--- config.mk ---
export PLATFORM = sky130hd
export DESIGN_NAME = fsl_top
export DESIGN_NICKNAME = d
export VERILOG_FILES = /design/src/hw/fsl_pkg.sv /design/src/hw/fsl_in_delay.sv /design/src/hw/fsl_out_ctl.sv /design/src/hw/fsl_top.sv
export VERILOG_INCLUDE_DIRS = /design/src /design/src/hw
export SDC_FILE = /design/constraint.sdc
export NUM_CORES = 2
export LEC_CHECK = 0
export BUFFER_PORTS_ARGS = -buffer_cell sky130_fd_sc_hd__buf_2
export CORE_ASPECT_RATIO = 0.7
export CORE_MARGIN = 2
export CORE_UTILIZATION = 61
export CTS_BUF_LIST = sky130_fd_sc_hd__clkbuf_8
export DETAILED_ROUTE_END_ITERATION = 8
export PLACE_DENSITY = 0.81
export SLEW_MARGIN = 20
export SYNTH_ARGS = -nofsm -noshare
export SYNTH_HDL_FRONTEND = slang
export SYNTH_HIERARCHICAL = 1
export SYNTH_SLANG_ARGS = --single-unit
--- constraint.sdc ---
create_clock -name core_clk -period 4 [get_ports core_clk]
set_input_delay 0.4 -clock core_clk [delete_from_list [all_inputs] [get_ports core_clk]]
set_output_delay 0.4 -clock core_clk [all_outputs]
set_load 0.005 [all_outputs]
--- src/hw/fsl_defines.svh ---
// Constants for the fast shutoff block: sizes, offsets, fields, resets, timing
`ifndef FSL_DEFINES_SVH
`define FSL_DEFINES_SVH
// Sizes
`define FSL_NUM_IN        14
`define FSL_NUM_PAIR      6
`define FSL_NUM_OUT       2
`define FSL_DLY_W         16
`define FSL_ADDR_W        8
// Register byte offsets
`define FSL_OFS_CTRL      8'h00
`define FSL_OFS_STATUS    8'h04
`define FSL_OFS_IN_CFG    8'h08
`define FSL_OFS_MODE      8'h0c
`define FSL_OFS_MASK_BASE 8'h10
`define FSL_OFS_DLY_BASE  8'h40
`define FSL_OFS_IN_STATE  8'h80
// Field positions
`define FSL_CTRL_COMMIT   0
`define FSL_ST_PLAUS      0
`define FSL_ST_TRIP_LSB   8
`define FSL_ST_DRIVE_LSB  16
`define FSL_IN_DUAL_LSB   16
`define FSL_IN_ERR_LSB    16
// Reset values
`define FSL_RST_MASK      14'h0000
`define FSL_RST_DLY       16'h0000
`define FSL_RST_DUAL      6'h00
// Timing: delay unit of 1 ms at a 25 ns clock
`define FSL_CLK_PERIOD_NS 25
`define FSL_DLY_UNIT_NS   1000000
`define FSL_TICK_CYCLES   (`FSL_DLY_UNIT_NS / `FSL_CLK_PERIOD_NS)
`endif

--- src/hw/fsl_pkg.sv ---
// Types shared by the fast shutoff block
package fsl_pkg;
  typedef logic [13:0] fsl_mask_t;  // One bit per candidate input
  typedef logic [15:0] fsl_dly_t;   // On-to-off delay in ms
endpackage

--- src/hw/fsl_in_delay.sv ---
// Per-input qualifier applying the on-to-off delay
module fsl_in_delay (
  // Clock and control
  input  wire logic           core_clk,
  input  wire logic           rst,
  input  wire logic           clk_en,
  input  wire logic           tick,
  // Input level and its delay
  input  wire logic           level,
  input  wire fsl_pkg::fsl_dly_t delay,
  // Qualified active state
  output logic                qual
);
  fsl_pkg::fsl_dly_t cnt_reg;  // Elapsed ms since fall
  logic              qual_reg; // Qualified state

  // High level is active at once; fall is seen after the delay
  always_ff @(posedge core_clk) begin
    if (rst) begin
      cnt_reg  <= 16'h0000;
      qual_reg <= 1'b0;
    end else if (clk_en) begin
      if (level) begin
        cnt_reg  <= 16'h0000;
        qual_reg <= 1'b1;
      end else if (qual_reg) begin
        if (cnt_reg >= delay) begin
          qual_reg <= 1'b0;
        end else if (tick) begin
          cnt_reg <= cnt_reg + 16'h0001;
        end
      end
    end
  end

  assign qual = qual_reg;
endmodule

--- src/hw/fsl_out_ctl.sv ---
// Zone evaluation and shutoff latch for one safety output
module fsl_out_ctl (
  // Clock and control
  input  wire logic              core_clk,
  input  wire logic              rst,
  input  wire logic              clk_en,
  // Input health, active and error-free
  input  wire fsl_pkg::fsl_mask_t in_ok,
  // Configuration
  input  wire fsl_pkg::fsl_mask_t mask_a,
  input  wire fsl_pkg::fsl_mask_t mask_b,
  input  wire logic              two_zone,
  // Normal control command
  input  wire logic              ctrl_on,
  // Results
  output logic                   drive,
  output logic                   tripped
);
  fsl_pkg::fsl_mask_t cul_reg;    // Inputs that caused the trip
  fsl_pkg::fsl_mask_t cul_next;
  fsl_pkg::fsl_mask_t sel;        // All monitored inputs
  logic permit_reg, trip_reg, armed_reg, drive_reg;
  logic zone_a, zone_b, permit, trip, recovered, armed_next, trip_next;

  assign zone_a     = &(in_ok | ~mask_a);
  assign zone_b     = &(in_ok | ~mask_b);
  assign permit     = zone_a | (two_zone & zone_b);
  assign sel        = mask_a | (two_zone ? mask_b : 14'h0000);
  assign trip       = permit_reg & ~permit;
  assign recovered  = &(in_ok | ~cul_reg);
  // Off command seen since reset or since the trip
  assign armed_next = ~ctrl_on | (armed_reg & ~trip);
  // New trip wins over release
  assign trip_next  = trip | (trip_reg & ~(recovered & armed_next));
  assign cul_next   = trip_next ?
                      ((trip_reg ? cul_reg : 14'h0000) | (sel & ~in_ok)) : 14'h0000;

  // State update
  always_ff @(posedge core_clk) begin
    if (rst) begin
      permit_reg <= 1'b0;
      trip_reg   <= 1'b0;
      armed_reg  <= 1'b0;
      drive_reg  <= 1'b0;
      cul_reg    <= 14'h0000;
    end else if (clk_en) begin
      permit_reg <= permit;
      trip_reg   <= trip_next;
      armed_reg  <= armed_next;
      cul_reg    <= cul_next;
      drive_reg  <= ctrl_on & armed_next & ~trip_next;
    end
  end

  assign drive   = drive_reg;
  assign tripped = trip_reg;
endmodule

--- src/hw/fsl_top.sv ---
// Fast shutoff logic for all safety outputs with register port
// Function
// - Own shutoff unit for each safety output
// - Two independent zone columns per output
// - One selection bit per candidate input
// - Per-output choice of one or two zones
// - Zone result is AND of selected inputs
// - Two zones ORed; one zone uses first
// - Selected input fall or error forces off once no zone holds
// - Fall counts only after on-off delay
// - Stay off until culprits active, error free
// - Off command needed before next on
// - Inputs high active; only falling edge trips
// - Unconfigured selected input rejects configuration load
// - Dual-channel input selectable on channel A only
//
// Added by the designer: the register addresses and the strobed register port.
`include "fsl_defines.svh"
module fsl_top #(
  parameter int NUM_OUT     = `FSL_NUM_OUT,
  parameter int TICK_CYCLES = `FSL_TICK_CYCLES
) (
  // Clock, reset and enable
  input  wire logic                   core_clk,
  input  wire logic                   rst,
  input  wire logic                   clk_en,
  // Register port
  input  wire logic [`FSL_ADDR_W-1:0] reg_addr,
  input  wire logic [31:0]            reg_wdata,
  input  wire logic                   reg_wr,
  input  wire logic                   reg_rd,
  output logic      [31:0]            reg_rdata,
  // Safety input pins, 1A..6B then link 1..2
  input  wire logic [`FSL_NUM_IN-1:0] sens_in,
  // Error flags from input diagnostics
  input  wire logic [`FSL_NUM_IN-1:0] sens_err,
  // Commands from normal output control
  input  wire logic [NUM_OUT-1:0]     ctrl_on,
  // Output drive and trip state
  output logic      [NUM_OUT-1:0]     out_drive,
  output logic      [NUM_OUT-1:0]     out_tripped
);
  localparam int NI = `FSL_NUM_IN;

  // Refuse sizes the register map or the 16-bit prescaler count cannot hold
  generate
    if (NUM_OUT < 1 || NUM_OUT > 6) begin : g_bad_out
      $error("NUM_OUT must be 1 to 6");
    end
    if (TICK_CYCLES < 1 || TICK_CYCLES > 65536) begin : g_bad_tick
      $error("TICK_CYCLES must be 1 to 65536");
    end
  endgenerate

  // Input synchroniser stages
  logic [NI-1:0] sync1_reg;            // First stage, read only by second
  logic [NI-1:0] sync2_reg;            // Stable input levels

  // Millisecond tick
  logic [15:0]   tick_cnt_reg;         // Prescaler count
  logic          tick;                 // One-cycle ms pulse

  // Shadow configuration, written by software
  fsl_pkg::fsl_mask_t sh_a_reg [NUM_OUT];  // Zone 1 column
  fsl_pkg::fsl_mask_t sh_b_reg [NUM_OUT];  // Zone 2 column
  logic [NUM_OUT-1:0] sh_two_reg;          // Two-zone selection
  fsl_pkg::fsl_mask_t in_cfg_reg;          // Inputs that are configured
  logic [`FSL_NUM_PAIR-1:0] dual_reg;      // Pairs in dual-channel mode

  // Live configuration used by the shutoff units
  fsl_pkg::fsl_mask_t lv_a_reg [NUM_OUT];
  fsl_pkg::fsl_mask_t lv_b_reg [NUM_OUT];
  logic [NUM_OUT-1:0] lv_two_reg;

  // Delays and status
  fsl_pkg::fsl_dly_t  dly_reg [NI];        // Per-input on-off delay
  logic               plaus_reg;           // Sticky load rejection flag
  logic [31:0]        rdata_reg;           // Read data stage
  logic [31:0]        rdata_next;

  // Evaluated input state
  fsl_pkg::fsl_mask_t qual;                // Delay-qualified levels
  fsl_pkg::fsl_mask_t in_ok;               // Active with no error
  fsl_pkg::fsl_mask_t dual_b;              // Channel B of dual pairs
  fsl_pkg::fsl_mask_t bad_sel;             // Illegal selections found

  // Decoded register strobes
  wire wr_ctrl   = reg_wr && (reg_addr == `FSL_OFS_CTRL);
  wire wr_status = reg_wr && (reg_addr == `FSL_OFS_STATUS);
  wire wr_in_cfg = reg_wr && (reg_addr == `FSL_OFS_IN_CFG);
  wire wr_mode   = reg_wr && (reg_addr == `FSL_OFS_MODE);
  wire commit    = wr_ctrl && reg_wdata[`FSL_CTRL_COMMIT];
  wire plaus_clr = wr_status && reg_wdata[`FSL_ST_PLAUS];
  wire load_bad  = |bad_sel;
  wire load_ok   = commit && !load_bad;

  // Two-flop synchroniser for the pin inputs
  always_ff @(posedge core_clk) begin
    if (rst) begin
      sync1_reg <= 14'h0000;
      sync2_reg <= 14'h0000;
    end else if (clk_en) begin
      sync1_reg <= sens_in;
      sync2_reg <= sync1_reg;
    end
  end

  // Prescaler giving one tick per millisecond
  assign tick = (tick_cnt_reg == 16'(TICK_CYCLES - 1));

  always_ff @(posedge core_clk) begin
    if (rst) begin
      tick_cnt_reg <= 16'h0000;
    end else if (clk_en) begin
      tick_cnt_reg <= tick ? 16'h0000 : tick_cnt_reg + 16'h0001;
    end
  end

  // One delay qualifier per candidate input
  generate
    for (genvar i = 0; i < NI; i++) begin : g_in
      fsl_in_delay u_dly (
        .core_clk (core_clk),
        .rst      (rst),
        .clk_en   (clk_en),
        .tick     (tick),
        .level    (sync2_reg[i]),
        .delay    (dly_reg[i]),
        .qual     (qual[i])
      );
    end
  endgenerate

  // An input in error counts as inactive
  assign in_ok = qual & ~sens_err;

  // Channel B bits of pairs run in dual-channel mode
  generate
    for (genvar p = 0; p < `FSL_NUM_PAIR; p++) begin : g_pair
      assign dual_b[2*p]   = 1'b0;
      assign dual_b[2*p+1] = dual_reg[p];
    end
  endgenerate
  // Link inputs have no partner channel
  assign dual_b[NI-1:NI-2] = 2'b00;

  // Check the shadow columns before they go live
  always_comb begin
    bad_sel = 14'h0000;
    for (int o = 0; o < NUM_OUT; o++) begin
      bad_sel = bad_sel | ((sh_a_reg[o] | sh_b_reg[o]) & ~in_cfg_reg);
      bad_sel = bad_sel | ((sh_a_reg[o] | sh_b_reg[o]) & dual_b);
    end
  end

  // Global configuration registers and load
  always_ff @(posedge core_clk) begin
    if (rst) begin
      in_cfg_reg <= `FSL_RST_MASK;
      dual_reg   <= `FSL_RST_DUAL;
      sh_two_reg <= '0;
      lv_two_reg <= '0;
      plaus_reg  <= 1'b0;
    end else if (clk_en) begin
      // Configured inputs and dual pairs
      if (wr_in_cfg) begin
        in_cfg_reg <= reg_wdata[NI-1:0];
        dual_reg   <= reg_wdata[`FSL_IN_DUAL_LSB +: `FSL_NUM_PAIR];
      end
      // Zone count per output
      if (wr_mode) begin
        sh_two_reg <= reg_wdata[NUM_OUT-1:0];
      end
      // Load only a plausible configuration
      if (load_ok) begin
        lv_two_reg <= sh_two_reg;
      end
      // Rejection flag: a new rejection wins over the clear
      if (commit && load_bad) begin
        plaus_reg <= 1'b1;
      end else if (plaus_clr) begin
        plaus_reg <= 1'b0;
      end
    end
  end

  // Per-output columns, shadow and live
  generate
    for (genvar o = 0; o < NUM_OUT; o++) begin : g_cfg
      wire [`FSL_ADDR_W-1:0] ofs_a = `FSL_OFS_MASK_BASE + 8'(8 * o);
      wire [`FSL_ADDR_W-1:0] ofs_b = `FSL_OFS_MASK_BASE + 8'(8 * o + 4);
      wire wr_a = reg_wr && (reg_addr == ofs_a);
      wire wr_b = reg_wr && (reg_addr == ofs_b);

      // Column storage
      always_ff @(posedge core_clk) begin
        if (rst) begin
          sh_a_reg[o] <= `FSL_RST_MASK;
          sh_b_reg[o] <= `FSL_RST_MASK;
          lv_a_reg[o] <= `FSL_RST_MASK;
          lv_b_reg[o] <= `FSL_RST_MASK;
        end else if (clk_en) begin
          // Each column written on its own
          if (wr_a) begin
            sh_a_reg[o] <= reg_wdata[NI-1:0];
          end
          if (wr_b) begin
            sh_b_reg[o] <= reg_wdata[NI-1:0];
          end
          // Copy to live on a good load
          if (load_ok) begin
            lv_a_reg[o] <= sh_a_reg[o];
            lv_b_reg[o] <= sh_b_reg[o];
          end
        end
      end

      // Independent shutoff unit for this output
      fsl_out_ctl u_out (
        .core_clk (core_clk),
        .rst      (rst),
        .clk_en   (clk_en),
        .in_ok    (in_ok),
        .mask_a   (lv_a_reg[o]),
        .mask_b   (lv_b_reg[o]),
        .two_zone (lv_two_reg[o]),
        .ctrl_on  (ctrl_on[o]),
        .drive    (out_drive[o]),
        .tripped  (out_tripped[o])
      );
    end
  endgenerate

  // Per-input delay registers
  generate
    for (genvar i = 0; i < NI; i++) begin : g_dly
      wire wr_d = reg_wr && (reg_addr == `FSL_OFS_DLY_BASE + 8'(4 * i));

      // Delay storage
      always_ff @(posedge core_clk) begin
        if (rst) begin
          dly_reg[i] <= `FSL_RST_DLY;
        end else if (clk_en && wr_d) begin
          dly_reg[i] <= reg_wdata[`FSL_DLY_W-1:0];
        end
      end
    end
  endgenerate

  // Read multiplexer; unmapped addresses read zero
  always_comb begin
    rdata_next = 32'h0000_0000;
    if (reg_addr == `FSL_OFS_STATUS) begin
      rdata_next[`FSL_ST_PLAUS] = plaus_reg;
      rdata_next[`FSL_ST_TRIP_LSB +: NUM_OUT]  = out_tripped;
      rdata_next[`FSL_ST_DRIVE_LSB +: NUM_OUT] = out_drive;
    end else if (reg_addr == `FSL_OFS_IN_CFG) begin
      rdata_next[NI-1:0] = in_cfg_reg;
      rdata_next[`FSL_IN_DUAL_LSB +: `FSL_NUM_PAIR] = dual_reg;
    end else if (reg_addr == `FSL_OFS_MODE) begin
      rdata_next[NUM_OUT-1:0] = sh_two_reg;
    end else if (reg_addr == `FSL_OFS_IN_STATE) begin
      rdata_next[NI-1:0] = qual;
      rdata_next[`FSL_IN_ERR_LSB +: NI] = sens_err;
    end else begin
      // Column and delay windows
      for (int o = 0; o < NUM_OUT; o++) begin
        if (reg_addr == `FSL_OFS_MASK_BASE + 8'(8 * o)) begin
          rdata_next[NI-1:0] = sh_a_reg[o];
        end else if (reg_addr == `FSL_OFS_MASK_BASE + 8'(8 * o + 4)) begin
          rdata_next[NI-1:0] = sh_b_reg[o];
        end
      end
      for (int i = 0; i < NI; i++) begin
        if (reg_addr == `FSL_OFS_DLY_BASE + 8'(4 * i)) begin
          rdata_next[`FSL_DLY_W-1:0] = dly_reg[i];
        end
      end
    end
  end

  // Read data stands only in the cycle after the strobe
  always_ff @(posedge core_clk) begin
    if (rst) begin
      rdata_reg <= 32'h0000_0000;
    end else if (clk_en) begin
      rdata_reg <= reg_rd ? rdata_next : 32'h0000_0000;
    end
  end

  assign reg_rdata = rdata_reg;
endmodule

==> flow_metrics.tcl <==
set metrics [dict create \
    gp_congestion 1.045 \
    worstReg2RegStart "g_in[7].u_dly/qual" \
    grt_antenna_before_repair 8 \
    crit_required_ps 4660 \
    ys.flop_type "dfxtp_1" \
    peakVddDrop_v 0.0003132 \
    fin_ws_ps 870.7 \
    post-route-drc-count 0 \
    rsz0062_at_grt "no" \
    fmax_mhz 319.6 \
    drv_slew 0 \
    cts_buffers 107 \
    gr-usage-all-layers_pct 39.46 \
    sw_frac_of_total_pct 26.91 \
    status "completed" \
    initial_core_util_pct 61.92 \
    final_antenna_net_count 0 \
    ys_warn_count 6 \
    fin_crit_ps 3129 \
    clock_latency_ps 780 \
    wl_per_cell_um 25.09 \
    synthTopCellsByArea "edfxtp_1 25%, dfxtp_1 19%, ha_1 7.4%" \
    switching_power_w 0.004195 \
    crit_cells 7 \
    p_seq_share_pct 51.9 \
    max_slew_margin_pct 23.80 \
    synth_edf_count 336 \
    wl_met1_um 56040 \
    synth_largest_area_cell "edfxtp_1" \
    finClkSkew_ps 60.13 \
    fin_cells 5462 \
    setup_viol 0 \
    hpwl_um 98940 \
    fp.dieH_um 218.9 \
    nets 4783 \
    combPwrFrac_pct 8.4 \
    place_ws_ps 810.3 \
    cpLargestDelayFamily "compound AO/OA/AOI/OAI gates" \
    cts_root_buf "clkbuf_8" \
    drtPass1Iterations 6 \
    met2_length_um 56560 \
    vias_per_cell 6.641 \
    nFillCells 5116 \
    die-area_sq_um 68080 \
    dieWidth_um 311.0 \
    tritoncts "yes" \
    critical_path_arrival_ps 3790 \
    num_io_pins 111 \
    drt-initial-drc-count 5640 \
    cts_buffer_depth 3 \
    ys_top_cells_by_count "373 x dfxtp_1, 363 x inv_1, 336 x edfxtp_1" \
    r2r_slack_ps 870 \
    grt_pass1_vias 32750 \
    crit_type "flip-flop to flip-flop" \
    grt_max_degree 143 \
    yosysUniqueCellTypes 98 \
    hold_path_depth 3 \
    p_clk_share_pct 39.7 \
    synth-seq-cells 709 \
    tightest_slew_ps 1138 \
    fp-row-count 78 \
    core_area_sq_um 65000 \
    worstSetupEndpointType "flip-flop" \
    critPathLaunch "g_in[7].u_dly/qual" \
    post-route-period-util_pct 78.23 \
    grt_pass1_wl_um 204400 \
    crit_path_cell_trace "nor2b_1 -> inv_1 -> a2111o_1 -> nor4_2 -> a21boi_1 -> a311o_2 -> a22o_2" \
    synth_top_area_share_pct 25.07 \
    htree_levels 3 \
    avgSynthCellArea_sq_um 9.237 \
    critPathBufInv 1 \
    multi_input_area_sq_um 20310 \
    portBuffers 98 \
    synthToLayoutAreaGrowth_pct 9.862 \
    synth.mux.area_fraction_pct 2.242 \
    critPathLaunchType "flip-flop" \
    wl_met3_um 18850 \
    worst_path_largest_cell_delay_ps 670 \
    p_int_w 0.01140 \
    clock_sink_count 709 \
    gr-total-overflow 0 \
    synthSimpleGateAreaFrac_pct 21.72 \
    synth_xor_area_share_pct 0.3265 \
    hold_class "input pin to flip-flop" \
    crit_fanout 14 \
    synth_most_common_cell "dfxtp_1" \
    powerDensity_nw_per_um2 352.6 \
    drive_gt1_share_pct 11.31 \
    ys_seq_area_share_pct 43.63 \
    seqCellArea_sq_um 17560 \
    leakage_nw 17.85 \
    utilization_pct 68.02 \
    cts_resized 0 \
    synth_area_sq_um 40240 \
    wirelength_um 137100 \
    post-cts-setup-buffers 0 \
    synth-compound-area-share_pct 18.53 \
    num_vias 36270 \
    setup_tns_ps 0 \
    synth_top_family_by_area "simple AND/OR/NAND/NOR gates" \
    finalHoldViolCount 0 \
    clk_pin_slew_ps 70 \
    async_reset_ff_share_pct 0 \
    max-cap-violations 0 \
    r2r_end "g_cfg[1].u_out/cul_reg[13]" \
    worstSetupEndpoint "g_cfg[1].u_out/cul_reg[13]" \
    r2r_cells 7 \
    top_layer_used "met5" \
    critical-path-slowest-cell "dfxtp_1" \
    netlist_instances 4357 \
    synth_fa_ha_area_share_pct 7.431 \
    dp.cells 5206 \
]
==> kinds of logic after synthesis <==
group,Yosys count
other cells,1
compound gates,1131
flops,709
mux,80
buf+inv,595
fa+ha+maj,239
xor+xnor,15
simple gates,1587
==> metal layers <==
layer | GRT usage [%] | up-vias
li1 | - | 16260
met1 | 55.95 | 17130
met2 | 56.83 | 2499
met3 | 11.50 | 379
met4 | 15.23 | 6
met5 | 0 | -
==> worst register-to-register path: stages, from the launching register on <==
cell and delay, ps:
dfxtp_1 670, nor2b_1 460, inv_1 160, a2111o_1 450, nor4_2 410, a21boi_1 150
a311o_2 460, a22o_2 300
==> power groups by stage <==
stage | Combinational (W) | Sequential (W) | Clock [W]
4_1_cts | 0.00125 | 0.00807 | 0.00619
5_1_grt | 0.00138 | 0.00809 | 0.00654
6_report | 0.00130 | 0.00810 | 0.00619
3_3_place_gp | 0.00119 | 0.00823 | 0
3_5_place_dp | 0.00122 | 0.00823 | 0
2_1_floorplan | 0.000763 | 0.00805 | 0
==> through the flow <==
stage               total power, W  hold WS [ps]  instance area, sq um
CTS                        0.01551         55.85                 44140
global placement          0.009414         453.5                 41640
finish                     0.01559         99.37                 44210
floorplan                 0.008809         439.6                 40250
detailed placement        0.009443         457.5                 41640
global route               0.01601         80.86                 44170
==> worst min-delay path by stage <==
stage,start,end,slack (ps)
4_1_cts,sens_err[0],reg_rdata[16],60
3_3_place_gp,g_cfg[0].u_out/cul_reg[12],g_cfg[0].u_out/cul_reg[12],450
5_1_grt,sens_err[0],reg_rdata[16],80
6_report,clk_en,g_cfg[0].u_out/permit_reg,100
2_1_floorplan,g_in[0].u_dly/cnt_reg[15],g_in[0].u_dly/cnt_reg[15],440
3_5_place_dp,g_cfg[1].u_out/cul_reg[1],g_cfg[1].u_out/cul_reg[1],460
==> placed cells by master, fill, tap and decap left out, drive strengths merged, types with 161 or more instances in the layout <==
master  instances
nand2         320
nor2          282
and3          190
nand3         189
buf           199
a21oi         238
edfxtp        336
o31ai         161
o21ai         298
inv           411
and2          227
dfxtp         373
ha            239
==> layout make-up <==
| cell class | instances | share of cell area, % |
|---|---|---|
| clock buffers | 114 | 3.549 |
| clock inverters | 88 | 1.350 |
| inverters | 364 | 3.090 |
| multi-input cells | 3054 | 45.93 |
| diodes | 20 | 0.1132 |
| repair buffers | 233 | 3.770 |
| well taps | 880 | 2.490 |
| flip-flops and latches | 709 | 39.71 |
==> repair_timing <==
item	CTS	global route
hold buffers	34	0
setup endpoints to repair	0	0
hold endpoints to repair	34	0
Power figures use the tool's default switching activity.
